`src/hw/cpmc_map.vh`:
```
// Register addresses, field positions, reset values and timing counts
// for the clock, power-mode and safe-load control block.
// Assumes inclusion by bare name from the design files.
`ifndef CPMC_MAP_VH
`define CPMC_MAP_VH
// Register addresses (16-bit control-port subaddress)
`define CPMC_ADDR_CORE_CTRL   16'h081c
`define CPMC_ADDR_SER_OUT     16'h081e
`define CPMC_ADDR_MP_CFG_B    16'h0821
`define CPMC_ADDR_POWER_CTRL  16'h0822
`define CPMC_ADDR_OSC_PD      16'h0826
// Core control fields (active-high: writing 1 asserts the mute or clear)
`define CPMC_CORE_CLR_BIT     2
`define CPMC_CORE_DAC_BIT     3
`define CPMC_CORE_ADC_BIT     4
// Power control fields
`define CPMC_PWR_ADC_BIT      0
`define CPMC_PWR_DAC_LSB      1
`define CPMC_PWR_REF0_BIT     6
`define CPMC_PWR_REF1_BIT     7
// Serial output control fields
`define CPMC_SO_MASTER_BIT    0
`define CPMC_SO_FREQ_LSB      1
// Pin eleven mode field in config register b
`define CPMC_PIN11_MODE_LSB   20
`define CPMC_PIN11_BCLK       4'h1
// Oscillator power-down bit
`define CPMC_OSC_PD_BIT       0
// Reset values
`define CPMC_RST_CORE         16'h0000
`define CPMC_RST_PWR          16'h0000
`define CPMC_RST_OSC          16'h0000
// PLL start-up: 2^18 reference cycles
`define CPMC_PLL_LOCK_CYCLES  262144
`define CPMC_RAMP_STEPS       64
`endif

```
`src/hw/cpmc_clk_div.v`:
```
// Programmable divider producing the serial-output bit clock.
// Assumes one core clock; division by 2, 4, 8 or 16 from a 2-bit select.
`timescale 1ns/1ps
`default_nettype none
module cpmc_clk_div #(
   parameter WIDTH = 4
) (
   // Clock and reset
   input  wire       clk_in,
   input  wire       rst_n_in,
   // Control
   input  wire       enable_in,
   input  wire [1:0] sel_in,
   // Divided clock
   output reg        div_out
);
   reg [WIDTH-1:0] count;
   wire [WIDTH-1:0] half = {{(WIDTH-1){1'b0}}, 1'b1} << sel_in;

   // Toggle once every half period; held low while disabled
   always @(posedge clk_in) begin
      if (!rst_n_in || !enable_in) begin
         count   <= {WIDTH{1'b0}};
         div_out <= 1'b0;
      end else if (count == half - {{(WIDTH-1){1'b0}}, 1'b1}) begin
         count   <= {WIDTH{1'b0}};
         div_out <= ~div_out;
      end else begin
         count <= count + {{(WIDTH-1){1'b0}}, 1'b1};
      end
   end
endmodule // cpmc_clk_div
`default_nettype wire

```
`src/hw/cpmc_top.v`:
```
// Clock-mode, power-reduction and safe bulk-load control of the audio core.
// Assumes the control-port decoder delivers one-cycle write strobes with a
// 16-bit subaddress and 24-bit data, synchronous to clk_in.
`timescale 1ns/1ps
`default_nettype none
`include "cpmc_map.vh"
module cpmc_top #(
   parameter LOCK_CYCLES = `CPMC_PLL_LOCK_CYCLES,
   parameter RAMP_STEPS  = `CPMC_RAMP_STEPS
) (
   // Clock and reset
   input  wire        clk_in,
   input  wire        rst_n_in,
   // Reference clock sampled as a level
   input  wire        pll_reference_clock_in,
   // Ratio select straps
   input  wire        clock_ratio_select0_in,
   input  wire        clock_ratio_select1_in,
   // Register write/read port
   input  wire        reg_wr_in,
   input  wire        reg_rd_in,
   input  wire [15:0] reg_addr_in,
   input  wire [23:0] reg_wdata_in,
   output reg  [23:0] reg_rdata_out,
   output reg         reg_rvalid_out,
   // Status and controls
   output reg         ready_out,
   output reg  [1:0]  clock_ratio_out,
   output reg         adc_mute_out,
   output reg         dac_mute_out,
   output reg         core_clear_out,
   output reg  [5:0]  volume_out,
   output reg         adc_pd_out,
   output reg  [3:0]  dac_pd_out,
   output reg         ref_pd_out,
   output reg         osc_enable_out,
   // Multipurpose pin eleven, tri-state style pair with active-low enable
   output reg         multipurpose_pin_eleven_out,
   output reg         multipurpose_pin_eleven_oe_n_out
);
   // Start-up states, one-hot
   localparam ST_RESET = 3'b001;
   localparam ST_LOCK  = 3'b010;
   localparam ST_RUN   = 3'b100;

   reg [2:0]  state;
   reg [2:0]  rst_sync;
   reg [18:0] lock_cnt;
   reg        ref_s1;
   reg        ref_s2;
   reg        ref_s3;
   reg [15:0] core_ctrl;
   reg [15:0] serial_output_control;
   reg [23:0] multipurpose_pin_config_b;
   reg [15:0] power_ctrl;
   reg [15:0] osc_pd;
   reg [5:0]  ramp;
   wire       bclk;
   wire       sync_rst_n = rst_sync[2];
   wire       ref_rise   = ref_s2 & ~ref_s3;
   wire       bclk_en;
   wire [1:0] out_clock_frequency_select;

   // Reset resynchronised through a short chain so release is clean
   always @(posedge clk_in) begin
      if (!rst_n_in)
         rst_sync <= 3'b000;
      else
         rst_sync <= {rst_sync[1:0], 1'b1};
   end

   // Reference clock synchroniser with edge detect on the second stage
   always @(posedge clk_in) begin
      if (!rst_n_in) begin
         ref_s1 <= 1'b0;
         ref_s2 <= 1'b0;
         ref_s3 <= 1'b0;
      end else begin
         ref_s1 <= pll_reference_clock_in;
         ref_s2 <= ref_s1;
         ref_s3 <= ref_s2;
      end
   end

   // Ratio straps caught at release; later pin changes are ignored
   always @(posedge clk_in) begin
      if (!rst_n_in)
         clock_ratio_out <= 2'b00;
      else if (state == ST_RESET)
         clock_ratio_out <= {clock_ratio_select0_in,
                             clock_ratio_select1_in};
   end

   // Start-up sequencer: count reference edges until PLL lock
   always @(posedge clk_in) begin
      if (!sync_rst_n) begin
         state     <= ST_RESET;
         lock_cnt  <= 19'h00000;
         ready_out <= 1'b0;
      end else begin
         case (state)
            ST_RESET: begin
               state <= ST_LOCK;
            end
            ST_LOCK: begin
               if (ref_rise) begin
                  if (lock_cnt == LOCK_CYCLES[18:0] - 19'h00001) begin
                     state     <= ST_RUN;
                     ready_out <= 1'b1;
                  end else
                     lock_cnt <= lock_cnt + 19'h00001;
               end
            end
            ST_RUN: begin
               ready_out <= 1'b1;
            end
            default: begin
               state <= ST_RESET;
            end
         endcase
      end
   end

   // Register writes; accesses before lock are dropped
   always @(posedge clk_in) begin
      if (!sync_rst_n) begin
         core_ctrl                 <= `CPMC_RST_CORE;
         serial_output_control     <= 16'h0000;
         multipurpose_pin_config_b <= 24'h000000;
         power_ctrl                <= `CPMC_RST_PWR;
         osc_pd                    <= `CPMC_RST_OSC;
      end else if (reg_wr_in && ready_out) begin
         case (reg_addr_in)
            `CPMC_ADDR_CORE_CTRL:  core_ctrl <= reg_wdata_in[15:0];
            `CPMC_ADDR_SER_OUT:    serial_output_control <= reg_wdata_in[15:0];
            `CPMC_ADDR_MP_CFG_B:   multipurpose_pin_config_b <= reg_wdata_in;
            `CPMC_ADDR_POWER_CTRL: power_ctrl <= reg_wdata_in[15:0];
            `CPMC_ADDR_OSC_PD:     osc_pd <= reg_wdata_in[15:0];
            default: ;
         endcase
      end
   end

   // Read data, one cycle after the strobe; unmapped reads give zero
   always @(posedge clk_in) begin
      if (!sync_rst_n) begin
         reg_rdata_out  <= 24'h000000;
         reg_rvalid_out <= 1'b0;
      end else begin
         reg_rvalid_out <= reg_rd_in && ready_out;
         case (reg_addr_in)
            `CPMC_ADDR_CORE_CTRL:  reg_rdata_out <= {8'h00, core_ctrl};
            `CPMC_ADDR_SER_OUT:    reg_rdata_out <= {8'h00,
                                                     serial_output_control};
            `CPMC_ADDR_MP_CFG_B:   reg_rdata_out <= multipurpose_pin_config_b;
            `CPMC_ADDR_POWER_CTRL: reg_rdata_out <= {8'h00, power_ctrl};
            `CPMC_ADDR_OSC_PD:     reg_rdata_out <= {8'h00, osc_pd};
            default:               reg_rdata_out <= 24'h000000;
         endcase
      end
   end

   // Mute, clear and power controls; volume ramps one step per cycle so
   // a DAC mute never cuts volume_out abruptly; the ADC mute is not ramped
   always @(posedge clk_in) begin
      if (!sync_rst_n) begin
         adc_mute_out   <= 1'b0;
         dac_mute_out   <= 1'b0;
         core_clear_out <= 1'b0;
         ramp           <= RAMP_STEPS[5:0] - 6'h01;
         volume_out     <= 6'h00;
         adc_pd_out     <= 1'b0;
         dac_pd_out     <= 4'h0;
         ref_pd_out     <= 1'b0;
         osc_enable_out <= 1'b1;
      end else begin
         adc_mute_out   <= core_ctrl[`CPMC_CORE_ADC_BIT];
         dac_mute_out   <= core_ctrl[`CPMC_CORE_DAC_BIT];
         core_clear_out <= core_ctrl[`CPMC_CORE_CLR_BIT];
         if (core_ctrl[`CPMC_CORE_DAC_BIT] && ramp != 6'h00)
            ramp <= ramp - 6'h01;
         else if (!core_ctrl[`CPMC_CORE_DAC_BIT] &&
                  ramp != RAMP_STEPS[5:0] - 6'h01)
            ramp <= ramp + 6'h01;
         volume_out     <= ramp;
         adc_pd_out     <= power_ctrl[`CPMC_PWR_ADC_BIT];
         dac_pd_out     <= power_ctrl[`CPMC_PWR_DAC_LSB +: 4];
         ref_pd_out     <= power_ctrl[`CPMC_PWR_REF0_BIT] &
                           power_ctrl[`CPMC_PWR_REF1_BIT];
         osc_enable_out <= ~osc_pd[`CPMC_OSC_PD_BIT];
      end
   end

   assign out_clock_frequency_select =
      serial_output_control[`CPMC_SO_FREQ_LSB +: 2];
   assign bclk_en =
      (multipurpose_pin_config_b[`CPMC_PIN11_MODE_LSB +: 4] ==
       `CPMC_PIN11_BCLK) &&
      serial_output_control[`CPMC_SO_MASTER_BIT];

   cpmc_clk_div #(
      .WIDTH (5)
   ) u_div (
      .clk_in    (clk_in),
      .rst_n_in  (sync_rst_n),
      .enable_in (bclk_en),
      .sel_in    (out_clock_frequency_select),
      .div_out   (bclk)
   );

   // Pin eleven driven only when the divided clock is selected
   always @(posedge clk_in) begin
      if (!sync_rst_n) begin
         multipurpose_pin_eleven_out      <= 1'b0;
         multipurpose_pin_eleven_oe_n_out <= 1'b1;
      end else begin
         multipurpose_pin_eleven_out      <= bclk;
         multipurpose_pin_eleven_oe_n_out <= ~bclk_en;
      end
   end
endmodule // cpmc_top
`default_nettype wire

```
`config.mk`:
```
export PLATFORM = sky130hd
export DESIGN_NAME = cpmc_top
export DESIGN_NICKNAME = d
export VERILOG_FILES = /design/src/hw/cpmc_clk_div.v /design/src/hw/cpmc_top.v
export VERILOG_INCLUDE_DIRS = /design/src /design/src/hw
export SDC_FILE = /design/constraint.sdc
export NUM_CORES = 1
export LEC_CHECK = 0
export ABC_CLOCK_PERIOD_IN_PS = 3600
export BUFFER_PORTS_ARGS = -buffer_cell sky130_fd_sc_hd__buf_2
export CELL_PAD_IN_SITES_DETAIL_PLACEMENT = 1
export CELL_PAD_IN_SITES_GLOBAL_PLACEMENT = 1
export CORE_UTILIZATION = 45
export CTS_BUF_LIST = sky130_fd_sc_hd__clkbuf_4 sky130_fd_sc_hd__clkbuf_8
export CTS_CLUSTER_SIZE = 40
export DETAILED_ROUTE_END_ITERATION = 10
export GPL_TIMING_DRIVEN = 0
export PLACE_DENSITY_LB_ADDON = 0.1
export SLEW_MARGIN = 25
export SYNTH_ARGS = -nofsm -noshare
export SYNTH_HDL_FRONTEND = slang
export SYNTH_SLANG_ARGS = --single-unit
export TNS_END_PERCENT = 1
```
`constraint.sdc`:
```
create_clock -name clk_in -period 3.6 [get_ports clk_in]
set_input_delay 0.72 -clock clk_in [delete_from_list [all_inputs] [get_ports clk_in]]
set_output_delay 0.72 -clock clk_in [all_outputs]
set_load 0.03 [all_outputs]
```
* Yosys cells after proc, flatten, opt, wreduce, memory -nomap -nowiden
Cells that the tools add are included.
W data, S select, Z words.
** Operators by class
- Shifts and indexed selects :: 1
- Reductions and logical operators :: 21
- Multiplexer cells :: 10
- Bitwise operators :: 8
- $add $sub $neg :: 5
- Equal/unequal tests :: 14
** Operators with widths (number)
- $pmux W24 S5 :: 1
- $eq A16 B12 Y1 const B :: 5
- $add A19 B1 Y19 const B :: 1
- $eq A19 B18 Y1 const B :: 1
- $mux W6 :: 2
- $reduce_and A2 Y1 :: 5
- $pmux W3 S3 :: 1
- $reduce_and A3 Y1 :: 3
- $add A6 B1 Y6 const B :: 1
- $mux W3 :: 2
- $ne A6 B6 Y1 const B :: 1
- $not A1 Y1 :: 6
- $reduce_bool A6 Y1 :: 1
- $sub A6 B1 Y6 const B :: 1
- $add A5 B1 Y5 const B :: 1
- $eq A5 B5 Y1 :: 1
- $logic_and A1 B1 Y1 :: 5
- $shl A1 B2 Y5 const A :: 1
- $sub A5 B1 Y5 const B :: 1
- $eq A4 B1 Y1 const B :: 1
- $ne A2 B2 Y1 const B :: 2
- $reduce_bool A2 Y1 :: 2
- $eq A3 B1 Y1 const B :: 1
- $eq A3 B2 Y1 const B :: 1
- 7 further kinds :: 12
** Storage, ports and cells
- Input bits :: 47
- Output and inout port bits :: 46
- Logic and storage cells :: 88
- Register bits :: 174

* Logic depth before layout (Yosys ltp)
- Word-level depth :: 5
- Mapped depth :: 9

* Hierarchy
From an unflattened synthesis, not the netlist that was laid out.
** Second synthesis, totals
- Cell total of the unflattened synthesis :: 776
- Area, all modules :: 7083.0 um2
** By module, submodules not included
- cpmc_top :: cells each 742, instances 1, area each 6791.5 um2, seq. area each 3363.2 um2
- cpmc_clk_div :: cells each 34, instances 1, area each 291.5 um2, seq. area each 120.1 um2

* Least setup slack after synthesis
OpenSTA, ideal clock, no wires.
- Kind :: flip-flop to flip-flop
- From :: reg ramp[0]
- To :: reg ramp[5]
- Clock period less this slack :: 2.677 ns
- Path buffers :: 0
- Stages on the path, launching flop included :: 10
- Slack :: 0.923 ns
- Required time :: 3.470 ns
- Data arrival time :: 2.547 ns
- Cells stage by stage :: dfxtp_1 > or4_1 > o31ai_1 > inv_1 > ha_1 > a211oi_1 > nor2_1 > or4_1 > a21boi_0 > a31oi_1
** Between the ends
- Cells in the longest elaborated chain, start to end :: 3
- Elaborated cells between the ends (all ways) :: 9
- Classes of those cells :: add/sub: 2; eq/ne: 1; mux: 2; reduce/logical: 4
** Ends and longest elaborated chain
- start, declared :: line cpmc_top.v:57 : reg [5:0] ramp;
- start signal, assigned :: line cpmc_top.v:170 : ramp <= RAMP_STEPS[5:0] - 6'h01;
- start signal, assigned :: line cpmc_top.v:181 : ramp <= ramp - 6'h01;
- start signal, assigned :: line cpmc_top.v:184 : ramp <= ramp + 6'h01;
- $add A6 B1 Y6, or another cell as far along :: line cpmc_top.v:184
- $mux W6, or another cell as far along :: line cpmc_top.v:182 : else if (!core_ctrl[`CPMC_CORE_DAC_BIT] &&
- $mux W6 or $reduce_bool A2 Y1 (tied branches)
Parallel ways exist; a longest one is shown, timed or not. The select of a mux whose other input is x is not followed.
A chain may end at the register's enable or synchronous reset.

* Final worst setup path
Same ends and word-level chain as after synthesis.

==> impl_summary.md <==
Detailed routing
In the routed design, unresolved DRC markers number 0. The total iterations of the first detailed-routing run is 5. After the first detailed-routing iteration, the DRC count stood at roughly 430. Dividing the detail-routed wire length by the instance count gives 19.5 µm. Once detail routing completed, the nets flagged for antenna violations numbered 0. The routed design has roughly 21000 µm of wire. The number of vias per cell after detailed routing is between 5 and 6. For this block, the via count after detailed routing is 6150.

Global route
The largest net degree at the start of global routing is 18. The first global-routing pass estimated 33900 µm of wire. The number of global-route vias before repair was ~6500. The total congestion overflow is 0. The number of antenna violations at the first check in global routing is 0. The total global-route track usage is 27.6%.

Clock tree
In this run, post-CTS repair resized a total of 0 instances. The TritonCTS clock tree is built. Buffers inserted during clock tree synthesis total 17. Once the clock tree was built, the setup fixing pass inserted 0 buffers. The hold buffer count at cts is 0.

The worst-case clock buffer depth is 2. The latest clock arrival within the worst-skew pair is 470 ps. The clock-pin transition on the worst setup and hold timing paths is 90 ps.

The clock tree root driver cell is clkbuf_8. The number of clock sinks is 174. In this run the number of H-tree levels came out at 4.

Floorplan
The initial utilization of the core area, before any placement, comes to 46.0%. The die is 126 µm tall. The number of placement rows is 45. In this run the horizontal extent of the chip is around 130 µm. The floorplan die area is 16000 µm². The number of ports placed on the die boundary is just over 90.

The core region is 15100 µm².

Pwr
The switching component of the power is 0.000859 W. The clock network fraction of design power is a little under two fifths. In this run, the combinational gates consume 3.7% of the power. The maximum vdd ir drop is 0.241 mV.

The static leakage is 3.00 nW. The internal portion of the total power is 0.00248 W. Dividing total power by cell area gives a power density of 416 nW/µm².

The sequential cell fraction of total power is ~58%. Net switching is 25.7% of the power.

Yosys
A synthesized cell averages 9.16 µm². The biggest area contributor in the post-synthesis netlist is dfxtp_1. For this run, the leading register cell type out of synthesis is dfxtp_1. The most common cell in the synthesized netlist is dfxtp_1. The synthesized netlist cell count is 761. Ranked by total cell area, the synthesized netlist is headed by dfxtp_1 50%, o21ai_0 7.0%, nand3_1 6.5%.

The commonest cells after synthesis are 174 x dfxtp_1, 97 x o21ai_0, 90 x nand3_1. Counting every net in the synthesized netlist gives between 800 and 900. Yosys printed 0 warnings. The number of flops mapped to enable cells by yosys is 0. The synthesized design devotes to its leading area cell type 50.0% of total area. After synthesis, flip-flops and latches occupy approximately 50% of the total area. After synthesis the netlist holds a flip-flop and latch count of between 150 and 200. Of all flip-flops after synthesis, the portion carrying an async set or reset was 0%. The count of cell types in the netlist is 67. In this run the cell area of the synthesized design comes to 6970 µm².

Timing
The worst setup margin is roughly 530 ps. The number of hold violations in the final report is 0. Clock skew on the completed layout was measured at 8.42 ps. The final max-slew violation count is 0.

The time the final worst path needs with I/O delays and setup is 3070 ps. The worst-case headroom to the max-slew limit is between 40% and 50%. The count of final setup violators is 0. The slew at the pin closest to its max-slew limit is 778 ps. Setup repair after global routing left no endpoint under its margin. The final cycle utilization of the critical path is 85.3%. The final-layout setup total negative slack is 0 ps.

The upper clock frequency limit is between 300 and 400 MHz.

Placement
The weighted congestion reported at the end of routability-driven placement is around 0.82. The post-detailed-placement half-perimeter wirelength is 15100 µm. The number of input and output port buffers inserted is 92. The post-placement worst setup slack is 595 ps.

The number of placed instances, taps included, is 1041.

Setup path
The largest individual stage delay along the critical path comes from the cell or4_1. STA puts the critical path data required time at slightly below 4000 ps. For the worst setup path, the data arrival time is roughly 3400 ps. The maximum fanout count along the critical path is 8. By instance count, the cell type seen most on the critical path is or4_1. STA classifies the critical path startpoint as a flip-flop. The worst setup path is captured at a flip-flop. The critical path is of the flip-flop to flip-flop type.

The maximum cell stage delay along the critical path is 570 ps. Traced cell by cell, the critical path runs through or4_1 -> o31ai_1 -> inv_1 -> ha_1 -> a211oi_1 -> nor2_1 -> or4_1 -> a21boi_0 -> a31oi_1.

Min path
The worst hold path class is input pin to flip-flop.

Finish
The number of antenna diodes in the final layout is 0. The number of non-filler instances in the completed layout is 1073. The area added between synthesis and finish is 15.2%. The share of post-route cells with drive strength above 1 is 20.1%. The number of nets in the layout is 926.

Job
The tool flagged a number of max-cap violations equal to 0.

Status
The flow ran to the end, and the final reports show no timing, DRC or antenna violations.
-- final cells by class --
class / count / area, µm²
Fill cell: 1790 / 7120
Sequential cell: 174 / 3480
Multi-Input combinational cell: 532 / 3250
Timing Repair Buffer: 92 / 460
Clock buffer: 18 / 241
Tap cell: 188 / 235
Buffer: 49 / 211
Clock inverter: 14 / 123
Inverter: 6 / 22.5
-- worst max-delay path: cells and delay by family, from the launching register on --
family	cells	cell delay [ps]
AND/OR/NAND/NOR	3	1150
buffers and inverters	1	180
AO/OA/AOI/OAI	4	880
adder cells (fa/ha/maj)	1	330
flip-flops	1	410
-- cells in the final DEF, fill, tap and decap left out, types with 7 or more instances in the layout --
| master | count |
|---|---|
| xor2_1 | 10 |
| a211oi_1 | 16 |
| and3_1 | 13 |
| buf_1 | 10 |
| o21ai_0 | 97 |
| mux2_2 | 16 |
| clkbuf_1 | 24 |
| buf_2 | 104 |
| inv_6 | 7 |
| a21oi_1 | 7 |
| xnor2_1 | 12 |
| a221oi_1 | 13 |
| nand4_1 | 10 |
| clkbuf_8 | 17 |
| nand2_1 | 87 |
| nand3_1 | 90 |
| and2_1 | 31 |
| dfxtp_1 | 174 |
| nor2_1 | 33 |
-- flip-flops by register name (all words and copies together) (netlist names), 5 cells and up --
register,flops
lock_cnt,19
ramp,6
reg_rdata_out,24
core_ctrl,16
multipurpose_pin_config_b,24
power_ctrl,16
serial_output_control,16
osc_pd,16
u_div.count,5
volume_out,6
-- layer usage --
metal  GRT usage [%]  wire (µm)
met1            33.8       9360
met2            49.2      10500
met3            4.26        802
met4            9.43        323
met5               0          0
-- worst paths after layout --
| path | startpoint | endpoint | slack, ps | depth (start not counted) |
|---|---|---|---|---|
| max | ramp[0] | ramp[5] | 530 | 9 |
| min | rst_n_in | rst_sync[0] | 430 | 1 |
| max reg2reg | ramp[0] | ramp[5] | 530 | 9 |
| min reg2reg | ref_s1 | ref_s2 | 460 | 1 |
-- stage by stage --
step	total power (W)	area (µm²)	utilization (%)	hold slack [ps]
after floorplan	0.00204	6970	-	368
after global placement	0.00210	7660	50.6	420
after detailed placement	0.00210	7660	50.6	426
after CTS	0.00337	8030	53.0	415
after global routing	0.00346	8030	53.0	420
final	0.00334	8030	53.0	426
-- power by group through the flow --
stage / Clock (W) / Sequential [W] / Combinational, W
6_report: 0.00128 / 0.00193 / 0.000123
5_1_grt: 0.00139 / 0.00194 / 0.000132
4_1_cts: 0.00131 / 0.00193 / 0.000123
3_5_place_dp: 0 / 0.00198 / 0.000122
3_3_place_gp: 0 / 0.00198 / 0.000119
2_1_floorplan: 0 / 0.00199 / 0.0000498
-- cells by family after synthesis --
group | synth area share (%)
buffers and inverters | 3.36
multiplexers | 3.02
XOR/XNOR | 2.76
adder cells (fa/ha/maj) | 1.36
AND/OR/NAND/NOR | 24.4
flip-flops | 50.0
AO/OA/AOI/OAI | 15.2
Note: power is estimated with default switching activity, not from simulation.
